`config.mk`:
```
export PLATFORM = sky130hd
export DESIGN_NAME = breakpoint_unit
export DESIGN_NICKNAME = d
export VERILOG_FILES = /design/src/pkg/breakpoint_unit_pkg.sv /design/src/hdl/chan_match.sv /design/src/hdl/breakpoint_unit.sv
export VERILOG_INCLUDE_DIRS = /design/src /design/src/pkg
export SDC_FILE = /design/constraint.sdc
export NUM_CORES = 1
export LEC_CHECK = 0
export ABC_AREA = 1
export BUFFER_PORTS_ARGS = -buffer_cell sky130_fd_sc_hd__clkbuf_2
export CORE_MARGIN = 3
export CORE_UTILIZATION = 32
export DETAILED_ROUTE_END_ITERATION = 10
export GPL_ROUTABILITY_DRIVEN = 0
export HOLD_SLACK_MARGIN = 0.06
export MAX_ROUTING_LAYER = met4
export PLACE_DENSITY = 0.5
export SYNTH_ARGS = -nofsm -noshare
export SYNTH_HDL_FRONTEND = slang
export SYNTH_SLANG_ARGS = --single-unit
```
`constraint.sdc`:
```
create_clock -name i_clk -period 4.7 [get_ports i_clk]
set_input_delay 0.47 -clock i_clk [delete_from_list [all_inputs] [get_ports i_clk]]
set_output_delay 0.47 -clock i_clk [all_outputs]
set_load 0.01 [all_outputs]
```
`src/pkg/breakpoint_unit_params.svh`:
```
// Offsets, field positions, codes and timing counts of the breakpoint unit
`ifndef BREAKPOINT_UNIT_PARAMS_SVH
`define BREAKPOINT_UNIT_PARAMS_SVH

`define BPU_OFS_A_ADDR   8'h00
`define BPU_OFS_A_ASID   8'h04
`define BPU_OFS_A_MASK   8'h08
`define BPU_OFS_A_CYC    8'h0C
`define BPU_OFS_B_ADDR   8'h10
`define BPU_OFS_B_ASID   8'h14
`define BPU_OFS_B_MASK   8'h18
`define BPU_OFS_B_DATA   8'h1C
`define BPU_OFS_B_DMASK  8'h20
`define BPU_OFS_B_CYC    8'h24
`define BPU_OFS_CTRL     8'h28

`define BPU_SZ_BYTE      2'h0
`define BPU_SZ_WORD      2'h1
`define BPU_SZ_LONG      2'h2

`define BPU_MASK_RW      8'h0F
`define BPU_CYC_RW       16'h007F
`define BPU_CTRL_RW      16'hC4C9

`define BPU_CTRL_CHAN_A_MATCH_FLAG    15
`define BPU_CTRL_CHAN_B_MATCH_FLAG    14
`define BPU_CTRL_PCBA    10
`define BPU_CTRL_CHAN_B_DATA_COMPARE_ENABLE    7
`define BPU_CTRL_PCBB    6
`define BPU_CTRL_SEQ     3
`define BPU_CTRL_UBDE    0

`define BPU_MASK_ASID    2
`define BPU_MASK_SEL2    3
`define BPU_MASK_SEL1    1
`define BPU_MASK_SEL0    0

`define BPU_AM_ALL       3'h0
`define BPU_AM_LOW10     3'h1
`define BPU_AM_LOW12     3'h2
`define BPU_AM_NONE      3'h3
`define BPU_AM_LOW16     3'h4
`define BPU_AM_LOW20     3'h5

`define BPU_CYC_ID_HI    5
`define BPU_CYC_ID_LO    4
`define BPU_CYC_RW_HI    3
`define BPU_CYC_RW_LO    2
`define BPU_CYC_SZ2      6
`define BPU_CYC_SZ1      1
`define BPU_CYC_SZ0      0

`define BPU_SETTLE_STATES 6
`define BPU_SETTLE_CYC    3'(`BPU_SETTLE_STATES)

`endif

```
`src/pkg/breakpoint_unit_pkg.sv`:
```
// Types of the breakpoint unit
package breakpoint_unit_pkg;

   typedef enum logic [1:0] {
      SEQ_IDLE   = 2'b01,
      SEQ_A_SEEN = 2'b10
   } seq_state_t;

   typedef struct packed {
      logic [31:0] addr;
      logic [7:0]  asid;
      logic [7:0]  mask;
      logic [15:0] cyc;
   } chan_cfg_t;

   typedef struct packed {
      chan_cfg_t   a;
      chan_cfg_t   b;
      logic [31:0] data;
      logic [31:0] dmask;
      logic        pcba;
      logic        pcbb;
      logic        chan_b_data_compare_enable;
      logic        seq;
   } cmp_t;

   typedef struct packed {
      cmp_t prog;
      cmp_t act;
   } cfg_t;

   typedef struct packed {
      logic        cmf_a;
      logic        cmf_b;
      logic        ubde;
      seq_state_t  seq_state;
      logic [2:0]  settle_cnt;
      logic        post_pend;
      logic [31:0] rdata;
      logic        brk;
      logic        brk_post;
   } st_t;

endpackage : breakpoint_unit_pkg

```
`src/hdl/chan_match.sv`:
```
// Combinational match of one breakpoint channel against a CPU bus cycle
`timescale 1ns/1ps
`include "breakpoint_unit_params.svh"

module chan_match (
   input  wire logic [31:0] i_addr_cmp,
   input  wire logic [7:0]  i_asid_cmp,
   input  wire logic [7:0]  i_mask,
   input  wire logic [15:0] i_cyc,
   input  wire logic        i_data_en,
   input  wire logic [31:0] i_data_cmp,
   input  wire logic [31:0] i_data_mask,
   input  wire logic        i_valid,
   input  wire logic [31:0] i_addr,
   input  wire logic [7:0]  i_asid,
   input  wire logic [31:0] i_data,
   input  wire logic        i_instr,
   input  wire logic        i_write,
   input  wire logic [1:0]  i_size,
   output logic             o_hit
);

   logic [31:0] amask;
   logic [2:0]  sel;
   logic [1:0]  id_sel;
   logic [1:0]  rw_sel;
   logic [2:0]  sz_sel;
   logic        addr_ok;
   logic        asid_ok;
   logic        kind_ok;
   logic        dir_ok;
   logic        size_ok;
   logic        data_ok;

   always_comb begin
      sel    = {i_mask[`BPU_MASK_SEL2], i_mask[`BPU_MASK_SEL1],
                i_mask[`BPU_MASK_SEL0]};
      id_sel = {i_cyc[`BPU_CYC_ID_HI], i_cyc[`BPU_CYC_ID_LO]};
      rw_sel = {i_cyc[`BPU_CYC_RW_HI], i_cyc[`BPU_CYC_RW_LO]};
      sz_sel = {i_cyc[`BPU_CYC_SZ2], i_cyc[`BPU_CYC_SZ1],
                i_cyc[`BPU_CYC_SZ0]};
      case (sel)
         `BPU_AM_LOW10: amask = 32'hFFFF_FC00;
         `BPU_AM_LOW12: amask = 32'hFFFF_F000;
         `BPU_AM_LOW16: amask = 32'hFFFF_0000;
         `BPU_AM_LOW20: amask = 32'hFFF0_0000;
         `BPU_AM_NONE:  amask = 32'h0000_0000;
         default:       amask = 32'hFFFF_FFFF;
      endcase
      addr_ok = ((i_addr ^ i_addr_cmp) & amask) == 32'h0000_0000;
      asid_ok = i_mask[`BPU_MASK_ASID] ||
                (i_asid == i_asid_cmp);
      // Code 00 switches the channel off
      kind_ok = i_instr ? id_sel[0] : id_sel[1];
      dir_ok  = (rw_sel == 2'h0) ||
                (i_write ? rw_sel[1] : rw_sel[0]);
      // Size code 1..4 stands for byte..quadword, 0 for any size
      size_ok = (sz_sel == 3'h0) ||
                (sz_sel == {1'b0, i_size} + 3'h1);
      data_ok = !i_data_en ||
                (((i_data ^ i_data_cmp) & ~i_data_mask) ==
                 32'h0000_0000);
      o_hit   = i_valid && addr_ok && asid_ok && kind_ok && dir_ok &&
                size_ok && data_ok;
   end

endmodule : chan_match

```
`src/hdl/breakpoint_unit.sv`:
```
// Two-channel breakpoint unit: compare registers, match and break logic
//
// The placing of the registers and the address-and-strobe port were left to the implementer.
`timescale 1ns/1ps
`include "breakpoint_unit_params.svh"

module breakpoint_unit (
   input  wire logic        i_clk,
   input  wire logic        i_rstn,
   input  wire logic [7:0]  i_reg_addr,
   input  wire logic [31:0] i_reg_wdata,
   input  wire logic [1:0]  i_reg_size,
   input  wire logic        i_reg_wr,
   input  wire logic        i_reg_rd,
   input  wire logic        i_cyc_valid,
   input  wire logic [31:0] i_cyc_addr,
   input  wire logic [7:0]  i_cyc_asid,
   input  wire logic [31:0] i_cyc_data,
   input  wire logic        i_cyc_instr,
   input  wire logic        i_cyc_write,
   input  wire logic [1:0]  i_cyc_size,
   input  wire logic        i_insn_done,
   input  wire logic        i_rte,
   output logic [31:0]      o_reg_rdata,
   output logic             o_break,
   output logic             o_break_post,
   output logic             o_debug_enable
);

   // Two copies: prog is what software sees, act what the matchers use
   breakpoint_unit_pkg::cfg_t cfg_reg;
   breakpoint_unit_pkg::cfg_t cfg_next;
   breakpoint_unit_pkg::st_t  st_reg;
   breakpoint_unit_pkg::st_t  st_next;

   logic        hit_a;
   logic        hit_b;
   logic        wr_ok;
   logic        rd_ok;
   logic [1:0]  need_size;
   logic [31:0] rd_val;
   logic [15:0] ctrl_val;
   logic [15:0] wctrl;
   logic        ev_a;
   logic        ev_b;
   logic        fire;
   logic        fire_instr;
   logic        fire_post;
   logic        ctrl_wr;
   logic        settle_done;
   logic [1:0]  data_en;
   logic [1:0]  chan_hit;
   logic [31:0] data_cmp  [2];
   logic [31:0] data_mask [2];
   breakpoint_unit_pkg::chan_cfg_t chan_cfg [2];

   // Channel A has no data compare: its data mask ignores every bit
   always_comb begin
      chan_cfg[0]  = cfg_reg.act.a;
      chan_cfg[1]  = cfg_reg.act.b;
      data_en[0]   = 1'b0;
      data_en[1]   = cfg_reg.act.chan_b_data_compare_enable;
      data_cmp[0]  = 32'h0000_0000;
      data_cmp[1]  = cfg_reg.act.data;
      data_mask[0] = 32'hFFFF_FFFF;
      data_mask[1] = cfg_reg.act.dmask;
   end

   // One matcher per channel, both watching the same CPU bus cycle
   for (genvar c = 0; c < 2; c++) begin : g_chan
      chan_match u_chan (
         .i_addr_cmp  (chan_cfg[c].addr),
         .i_asid_cmp  (chan_cfg[c].asid),
         .i_mask      (chan_cfg[c].mask),
         .i_cyc       (chan_cfg[c].cyc),
         .i_data_en   (data_en[c]),
         .i_data_cmp  (data_cmp[c]),
         .i_data_mask (data_mask[c]),
         .i_valid     (i_cyc_valid),
         .i_addr      (i_cyc_addr),
         .i_asid      (i_cyc_asid),
         .i_data      (i_cyc_data),
         .i_instr     (i_cyc_instr),
         .i_write     (i_cyc_write),
         .i_size      (i_cyc_size),
         .o_hit       (chan_hit[c])
      );
   end

   assign hit_a = chan_hit[0];
   assign hit_b = chan_hit[1];

   // Width of the addressed register sets the only legal access size
   always_comb begin
      case (i_reg_addr)
         `BPU_OFS_A_ASID, `BPU_OFS_A_MASK,
         `BPU_OFS_B_ASID, `BPU_OFS_B_MASK: need_size = `BPU_SZ_BYTE;
         `BPU_OFS_A_CYC, `BPU_OFS_B_CYC,
         `BPU_OFS_CTRL:                    need_size = `BPU_SZ_WORD;
         default:                          need_size = `BPU_SZ_LONG;
      endcase
      wr_ok = i_reg_wr && (i_reg_size == need_size);
      rd_ok = i_reg_rd && (i_reg_size == need_size);
      ctrl_wr     = wr_ok && (i_reg_addr == `BPU_OFS_CTRL);
      settle_done = (st_reg.settle_cnt == 3'h1);
   end

   // Control word as software sees it; reserved bits read zero
   always_comb begin
      ctrl_val = 16'h0000;
      ctrl_val[`BPU_CTRL_CHAN_A_MATCH_FLAG] = st_reg.cmf_a;
      ctrl_val[`BPU_CTRL_CHAN_B_MATCH_FLAG] = st_reg.cmf_b;
      ctrl_val[`BPU_CTRL_PCBA] = cfg_reg.prog.pcba;
      ctrl_val[`BPU_CTRL_CHAN_B_DATA_COMPARE_ENABLE] = cfg_reg.prog.chan_b_data_compare_enable;
      ctrl_val[`BPU_CTRL_PCBB] = cfg_reg.prog.pcbb;
      ctrl_val[`BPU_CTRL_SEQ]  = cfg_reg.prog.seq;
      ctrl_val[`BPU_CTRL_UBDE] = st_reg.ubde;
      // Read mux; unmapped offsets read zero
      case (i_reg_addr)
         `BPU_OFS_A_ADDR:  rd_val = cfg_reg.prog.a.addr;
         `BPU_OFS_A_ASID:  rd_val = {24'h00_0000,
                                     cfg_reg.prog.a.asid};
         `BPU_OFS_A_MASK:  rd_val = {24'h00_0000, cfg_reg.prog.a.mask &
                                     `BPU_MASK_RW};
         `BPU_OFS_A_CYC:   rd_val = {16'h0000, cfg_reg.prog.a.cyc};
         `BPU_OFS_B_ADDR:  rd_val = cfg_reg.prog.b.addr;
         `BPU_OFS_B_ASID:  rd_val = {24'h00_0000, cfg_reg.prog.b.asid};
         `BPU_OFS_B_MASK:  rd_val = {24'h00_0000, cfg_reg.prog.b.mask &
                                     `BPU_MASK_RW};
         `BPU_OFS_B_DATA:  rd_val = cfg_reg.prog.data;
         `BPU_OFS_B_DMASK: rd_val = cfg_reg.prog.dmask;
         `BPU_OFS_B_CYC:   rd_val = {16'h0000, cfg_reg.prog.b.cyc};
         `BPU_OFS_CTRL:    rd_val = {16'h0000, ctrl_val};
         default:          rd_val = 32'h0000_0000;
      endcase
   end

   // Compare registers: software copy and the copy the matchers use
   always_comb begin
      cfg_next = cfg_reg;
      wctrl    = i_reg_wdata[15:0];
      if (wr_ok) begin
         case (i_reg_addr)
            `BPU_OFS_A_ADDR:  cfg_next.prog.a.addr = i_reg_wdata;
            `BPU_OFS_A_ASID:  cfg_next.prog.a.asid =
                                 i_reg_wdata[7:0];
            `BPU_OFS_A_MASK:  cfg_next.prog.a.mask =
                                 i_reg_wdata[7:0] & `BPU_MASK_RW;
            `BPU_OFS_A_CYC:   cfg_next.prog.a.cyc =
                                 wctrl & `BPU_CYC_RW;
            `BPU_OFS_B_ADDR:  cfg_next.prog.b.addr = i_reg_wdata;
            `BPU_OFS_B_ASID:  cfg_next.prog.b.asid = i_reg_wdata[7:0];
            `BPU_OFS_B_MASK:  cfg_next.prog.b.mask =
                                 i_reg_wdata[7:0] & `BPU_MASK_RW;
            `BPU_OFS_B_DATA:  cfg_next.prog.data = i_reg_wdata;
            `BPU_OFS_B_DMASK: cfg_next.prog.dmask = i_reg_wdata;
            `BPU_OFS_B_CYC:   cfg_next.prog.b.cyc =
                                 wctrl & `BPU_CYC_RW;
            `BPU_OFS_CTRL: begin
               // Match flags are state, handled with the sequencer below
               cfg_next.prog.pcba = wctrl[`BPU_CTRL_PCBA];
               cfg_next.prog.pcbb = wctrl[`BPU_CTRL_PCBB];
               cfg_next.prog.chan_b_data_compare_enable = wctrl[`BPU_CTRL_CHAN_B_DATA_COMPARE_ENABLE];
               cfg_next.prog.seq  = wctrl[`BPU_CTRL_SEQ];
            end
            default: cfg_next.prog = cfg_reg.prog;
         endcase
      end
      // Matchers pick up new values on a return or once settled
      if (i_rte || settle_done) begin
         cfg_next.act = cfg_reg.prog;
      end
   end

   // Compare registers keep their contents through reset
   always_ff @(posedge i_clk) begin
      cfg_reg <= cfg_next;
   end

   // Break decision
   always_comb begin
      ev_a       = hit_a;
      ev_b       = hit_b;
      fire       = 1'b0;
      fire_instr = 1'b0;
      fire_post  = 1'b0;
      if (cfg_reg.act.seq) begin
         // Channel B counts only once channel A has been seen
         ev_b = hit_b &&
                (st_reg.seq_state == breakpoint_unit_pkg::SEQ_A_SEEN);
         fire = ev_b;
         fire_post = cfg_reg.act.pcbb;
      end else begin
         fire = hit_a || hit_b;
         fire_post = hit_b ? cfg_reg.act.pcbb : cfg_reg.act.pcba;
      end
      fire_instr = fire && i_cyc_instr;
   end

   // Flags, sequencer, settle count and break pulses
   always_comb begin
      st_next          = st_reg;
      st_next.brk      = 1'b0;
      st_next.brk_post = 1'b0;
      // Read data stands for one cycle only, zero otherwise
      st_next.rdata    = 32'h0000_0000;
      if (rd_ok) begin
         st_next.rdata = rd_val;
      end
      // A write restarts the settle count; a return loads at once
      if (wr_ok) begin
         st_next.settle_cnt = `BPU_SETTLE_CYC;
      end else if (i_rte) begin
         st_next.settle_cnt = 3'h0;
      end else if (st_reg.settle_cnt != 3'h0) begin
         st_next.settle_cnt = st_reg.settle_cnt - 3'h1;
      end
      // Software writes zero to clear a flag; a match wins the clear
      if (ctrl_wr) begin
         st_next.cmf_a = st_reg.cmf_a & wctrl[`BPU_CTRL_CHAN_A_MATCH_FLAG];
         st_next.cmf_b = st_reg.cmf_b & wctrl[`BPU_CTRL_CHAN_B_MATCH_FLAG];
         st_next.ubde  = wctrl[`BPU_CTRL_UBDE];
      end
      if (ev_a) begin
         st_next.cmf_a = 1'b1;
      end
      if (ev_b) begin
         st_next.cmf_b = 1'b1;
      end
      // Sequencer: an A hit arms, a later B hit breaks and disarms
      case (st_reg.seq_state)
         breakpoint_unit_pkg::SEQ_IDLE: begin
            if (cfg_reg.act.seq && hit_a) begin
               st_next.seq_state = breakpoint_unit_pkg::SEQ_A_SEEN;
            end
         end
         breakpoint_unit_pkg::SEQ_A_SEEN: begin
            if (!cfg_reg.act.seq || ev_b) begin
               st_next.seq_state = breakpoint_unit_pkg::SEQ_IDLE;
            end
         end
         default: st_next.seq_state = breakpoint_unit_pkg::SEQ_IDLE;
      endcase
      // Post-execution instruction breaks wait for the retire pulse
      if (st_reg.post_pend && i_insn_done) begin
         st_next.post_pend = 1'b0;
         st_next.brk       = 1'b1;
         st_next.brk_post  = 1'b1;
      end
      // Operand and before-execution breaks leave on the next edge
      if (fire) begin
         if (fire_instr && fire_post) begin
            st_next.post_pend = 1'b1;
         end else begin
            st_next.brk = 1'b1;
         end
      end
   end

   // Flags and break state clear on reset; compare registers do not
   always_ff @(posedge i_clk or negedge i_rstn) begin
      if (!i_rstn) begin
         st_reg <= '{cmf_a:      1'b0,
                     cmf_b:      1'b0,
                     ubde:       1'b0,
                     seq_state:  breakpoint_unit_pkg::SEQ_IDLE,
                     settle_cnt: 3'h0,
                     post_pend:  1'b0,
                     rdata:      32'h0000_0000,
                     brk:        1'b0,
                     brk_post:   1'b0};
      end else begin
         st_reg <= st_next;
      end
   end

   // Every output comes straight from a register
   assign o_reg_rdata    = st_reg.rdata;
   assign o_break        = st_reg.brk;
   assign o_break_post   = st_reg.brk_post;
   assign o_debug_enable = st_reg.ubde;

endmodule : breakpoint_unit

```
==> impl_summary.txt <==
----------------------------------------------------
[Outcome]
  Run status ... finished, final reports clean

[Clock tree]
  Cell chosen for the clock root ... clkbuf_16
  Hold buffer count at CTS ... 0
  Source-to-sink clock delay at the later pin of the worst-skew pair ... between 0.5 and 0.6 ns
  Post-CTS Setup Bufs ... 0
  Clock tree sinks ... around 380
  Clock slew at the register clock pins of the worst setup and hold paths ... 0.06 ns
  Maximum clock path buffer count ... 3
  Clock tree from TritonCTS ... yes
  CTS resizes ... 0
  Number of clock buffers inserted by TritonCTS ... slightly above 40
  CTS H-tree lvls ... 2

[Power]
  Cell Pwr Density ... ~430 nW/um^2
  Total leakage power ... 7.125 nW
  Worst IR drop on VDD ... slightly below 0.2 mV
  Post-layout total power ... about 0.0078 W

[Detailed routing]
  1st-pass router iterations ... 5
  Detail-routed via count per cell ... around 4.6
  Number of DRC markers in iteration 0 ... 690
  Remaining routing DRC violations ... 0
  Remaining number of nets flagged by the antenna check after routing ... 0
  Post-DR wirelength/cell ... around 20 um
  Via Count ... between 9000 and 10000
  Wirelength, routed ... 40480 um

[Critical path]
  Kind of critical path ... input pin to flop
  Required @ worst endpoint ... ~4.9 ns
  Crit. End Element ... flop
  Launching element type of the critical path ... input pin
  Maximum net fanout on the critical path ... 21
  Worst endpoint data arrival time ... 3.02 ns

[Synth]
  Ranking of synthesized cells by area ... edfxtp_1 66%, nand2_1 6.8%, dfrtp_1 6.8%
  Post-synthesis cell count ... between 1000 and 1500
  Yosys warning count ... 0
  Async set or reset register ratio after synthesis ... 0.1123
  Mean instance size in the synthesized netlist ... 13.09 sq um
  Post-synth design cell area ... between 15000 and 20000 sq um
  Number of enable flip-flop cells after synthesis ... 340
  #FFs+latches synth ... between 300 and 400
  Area leader, netlist ... edfxtp_1
  Number of distinct library cells after synthesis ... 44
  Seq/Total Area, Yosys ... 0.7288
  Post-synth top area share ... 0.6592
  Most common flop cell mapped by yosys ... edfxtp_1
  Syn_nets ... between 1000 and 1500

[Timing]
  Setup-failing EPs final ... 0
  FMAX ... between 300 and 400 MHz
  Final Critical Period ... ~2.8 ns
  Period utilisation layout ... 0.5960
  Final hold violations ... 0
  Worst slew margin relative to its limit ... 0.3086
  Final Max Tran Viols ... 0
  RSZ-0062 raised after global routing ... false
  Accumulated negative setup slack ... 0 ns
  Actual slew at the worst max-slew pin ... about 1.0 ns
  Final Skew ... ~0.018 ns

[Global routing]
  Total routing usage reported by global routing ... 0.1632
  Antenna violations before repair ... 2
  Routing usage on met3 ... 0.02418
  Most utilized layer in the global route result ... met2
  Via count of the first global-routing pass ... 9230
  Pin count of the biggest net entering global routing ... between 100 and 150
  Overflow left after global routing ... 0
  Wire length of the first global-routing pass ... between 50000 and 60000 um
  Met1 routing resource usage after global routing ... 0.2169
  GR Layer Usage met2 ... 0.2648

[Layout]
  Final instance count without filler cells ... a little under 2000
  Area growth from synthesis to layout ... 17.13%
  Post-layout utilization of the core ... 0.3847
  Fraction of final layout cells with drive strength greater than 1 ... 0.1996
  Area taken by flip-flops and latches ... around 11000 sq um
  Number of inserted filler cells in the final layout ... 4414
  Flip-flop count of the largest register after layout ... 340
  Area taken by multi-input logic gates ... between 3000 and 4000 sq um
  Layout net count ... 1476

[Floorplanning]
  Width of the chip ... about 230 um
  Area enclosed by the die boundary ... 51070 sq um
  Std-Cell Core Area ... between 40000 and 50000 sq um
  Die height ... ~230 um
  Initial Util ... 0.3285
  Total I/O pin count ... 160
  Row Count ... 79

[Placed design]
  Buffers added on ports ... between 150 and 200
  Detailed placer's ending HPWL ... about 28000 um
  Post-Place Cells ... about 1900

[Job]
  Number of max-capacitance violations reported ... 0

[Hold path]
  Worst Hold Class ... input pin to asynchronous set/reset pin

----------------------------------------------------
## layer usage
| metal | up-vias | wire length (um) |
|---|---|---|
| met5 | - | 0 |
| met4 | 0 | 779 |
| met3 | 57 | 2059 |
| met2 | 255 | 19560 |
| met1 | 4410 | 18090 |
| li1 | 4372 | - |
## stage by stage
stage	hold WS (ns)	instance area [sq um]	worst slack, ns
after global routing	0.1416	18140	1.595
after detailed placement	0.4326	16820	1.274
after CTS	0.1242	18130	1.826
after floorplan	0.1744	15490	1.340
final	0.1049	18140	1.899
after global placement	0.4295	16820	1.392
## worst max-delay path, cell delays in order
cell and delay (ns):
clkbuf_2 0.08, inv_1 0.07, nand2_2 0.08, nor3_1 0.29, nand2_1 0.22, nand3_1 0.15, xnor2_1 0.15, nand3_2 0.11
inv_2 0.09, nand2_2 0.23, nor2_4 0.69, buf_4 0.36
## where the power goes
| group | total [W] | leakage, nW | internal [W] | switching, W |
|---|---|---|---|---|
| clock | 0.00315 | 0.645 | 0.00187 | 0.00128 |
| combinational | 0.000633 | 2.69 | 0.000208 | 0.000425 |
| sequential | 0.00404 | 3.79 | 0.00396 | 0.0000773 |
## area by class of cell
class / count / area share
clock inverter: 13 / 0.006553
timing repair buffer: 169 / 0.04801
clock buffer: 61 / 0.06580
multi-input combinational: 641 / 0.1920
tap: 607 / 0.04187
inverter: 111 / 0.02311
antenna: 3 / 0.0004139
sequential: 383 / 0.6222
## path summary, 6_finish.rpt
kind                                   startpoint                        to  slack (ns)  cells after the start
min reg2reg                cfg_reg[366]$_DFFE_PP_    cfg_reg[170]$_DFFE_PP_        0.44                      0
min                                        i_rstn  o_reg_rdata[6]$_DFF_PN0_        0.10                      2
max                                 i_reg_addr[0]    cfg_reg[310]$_DFFE_PP_        1.90                     12
max in group asynchronous                  i_rstn         o_break$_DFF_PN0_        4.05                      2
max reg2reg                st_reg[36]$_DFFE_PN0P_     cfg_reg[49]$_DFFE_PP_        2.34                      5
min in group i_clk                          i_rte    st_reg[35]$_DFFE_PN0P_        0.15                      2
## cells in the final DEF, fill, tap and decap left out, types with 4 or more instances in the layout
master and count:
nand4_1 7, inv_2 4, nand2_1 280, a31oi_4 6, ha_1 4, clkbuf_1 13, a21oi_2 5, clkbuf_2 159
dfrtp_1 42, or2_2 14, buf_4 10, clkbuf_8 5, edfxtp_1 340, o21ai_0 5, nand3b_1 11, xnor2_1 51
nor2_4 4, xor2_1 19, inv_1 104, a22o_1 29, a21oi_1 44, nor2_1 91, nand3_1 25, clkbuf_16 43
clkinv_1 4, nor3_1 4, clkinv_2 7, a221oi_1 17
## synth_stat cells (all sizes together) (2+ instances only)
library cell / count
xor2: 19
edfxtp: 340
dfrtp: 42
ha: 4
buf: 44
clkbuf: 4
nor2: 97
nor3: 6
a31oi: 9
a221oi: 17
a22o: 29
o21ai: 5
a21oi: 49
nand3b: 11
or2: 15
nor3b: 2
xnor2: 51
inv: 111
nand3: 26
nand2: 285
nand4: 8
## cell families after synthesis
| group | synth area share |
|---|---|
| buffers and inverters | 0.04928 |
| adder cells (fa/ha/maj) | 0.003232 |
| XOR/XNOR | 0.03959 |
| AO/OA/AOI/OAI | 0.05671 |
| AND/OR/NAND/NOR | 0.1224 |
| flip-flops | 0.7288 |
Power figures use the tool's default switching activity.
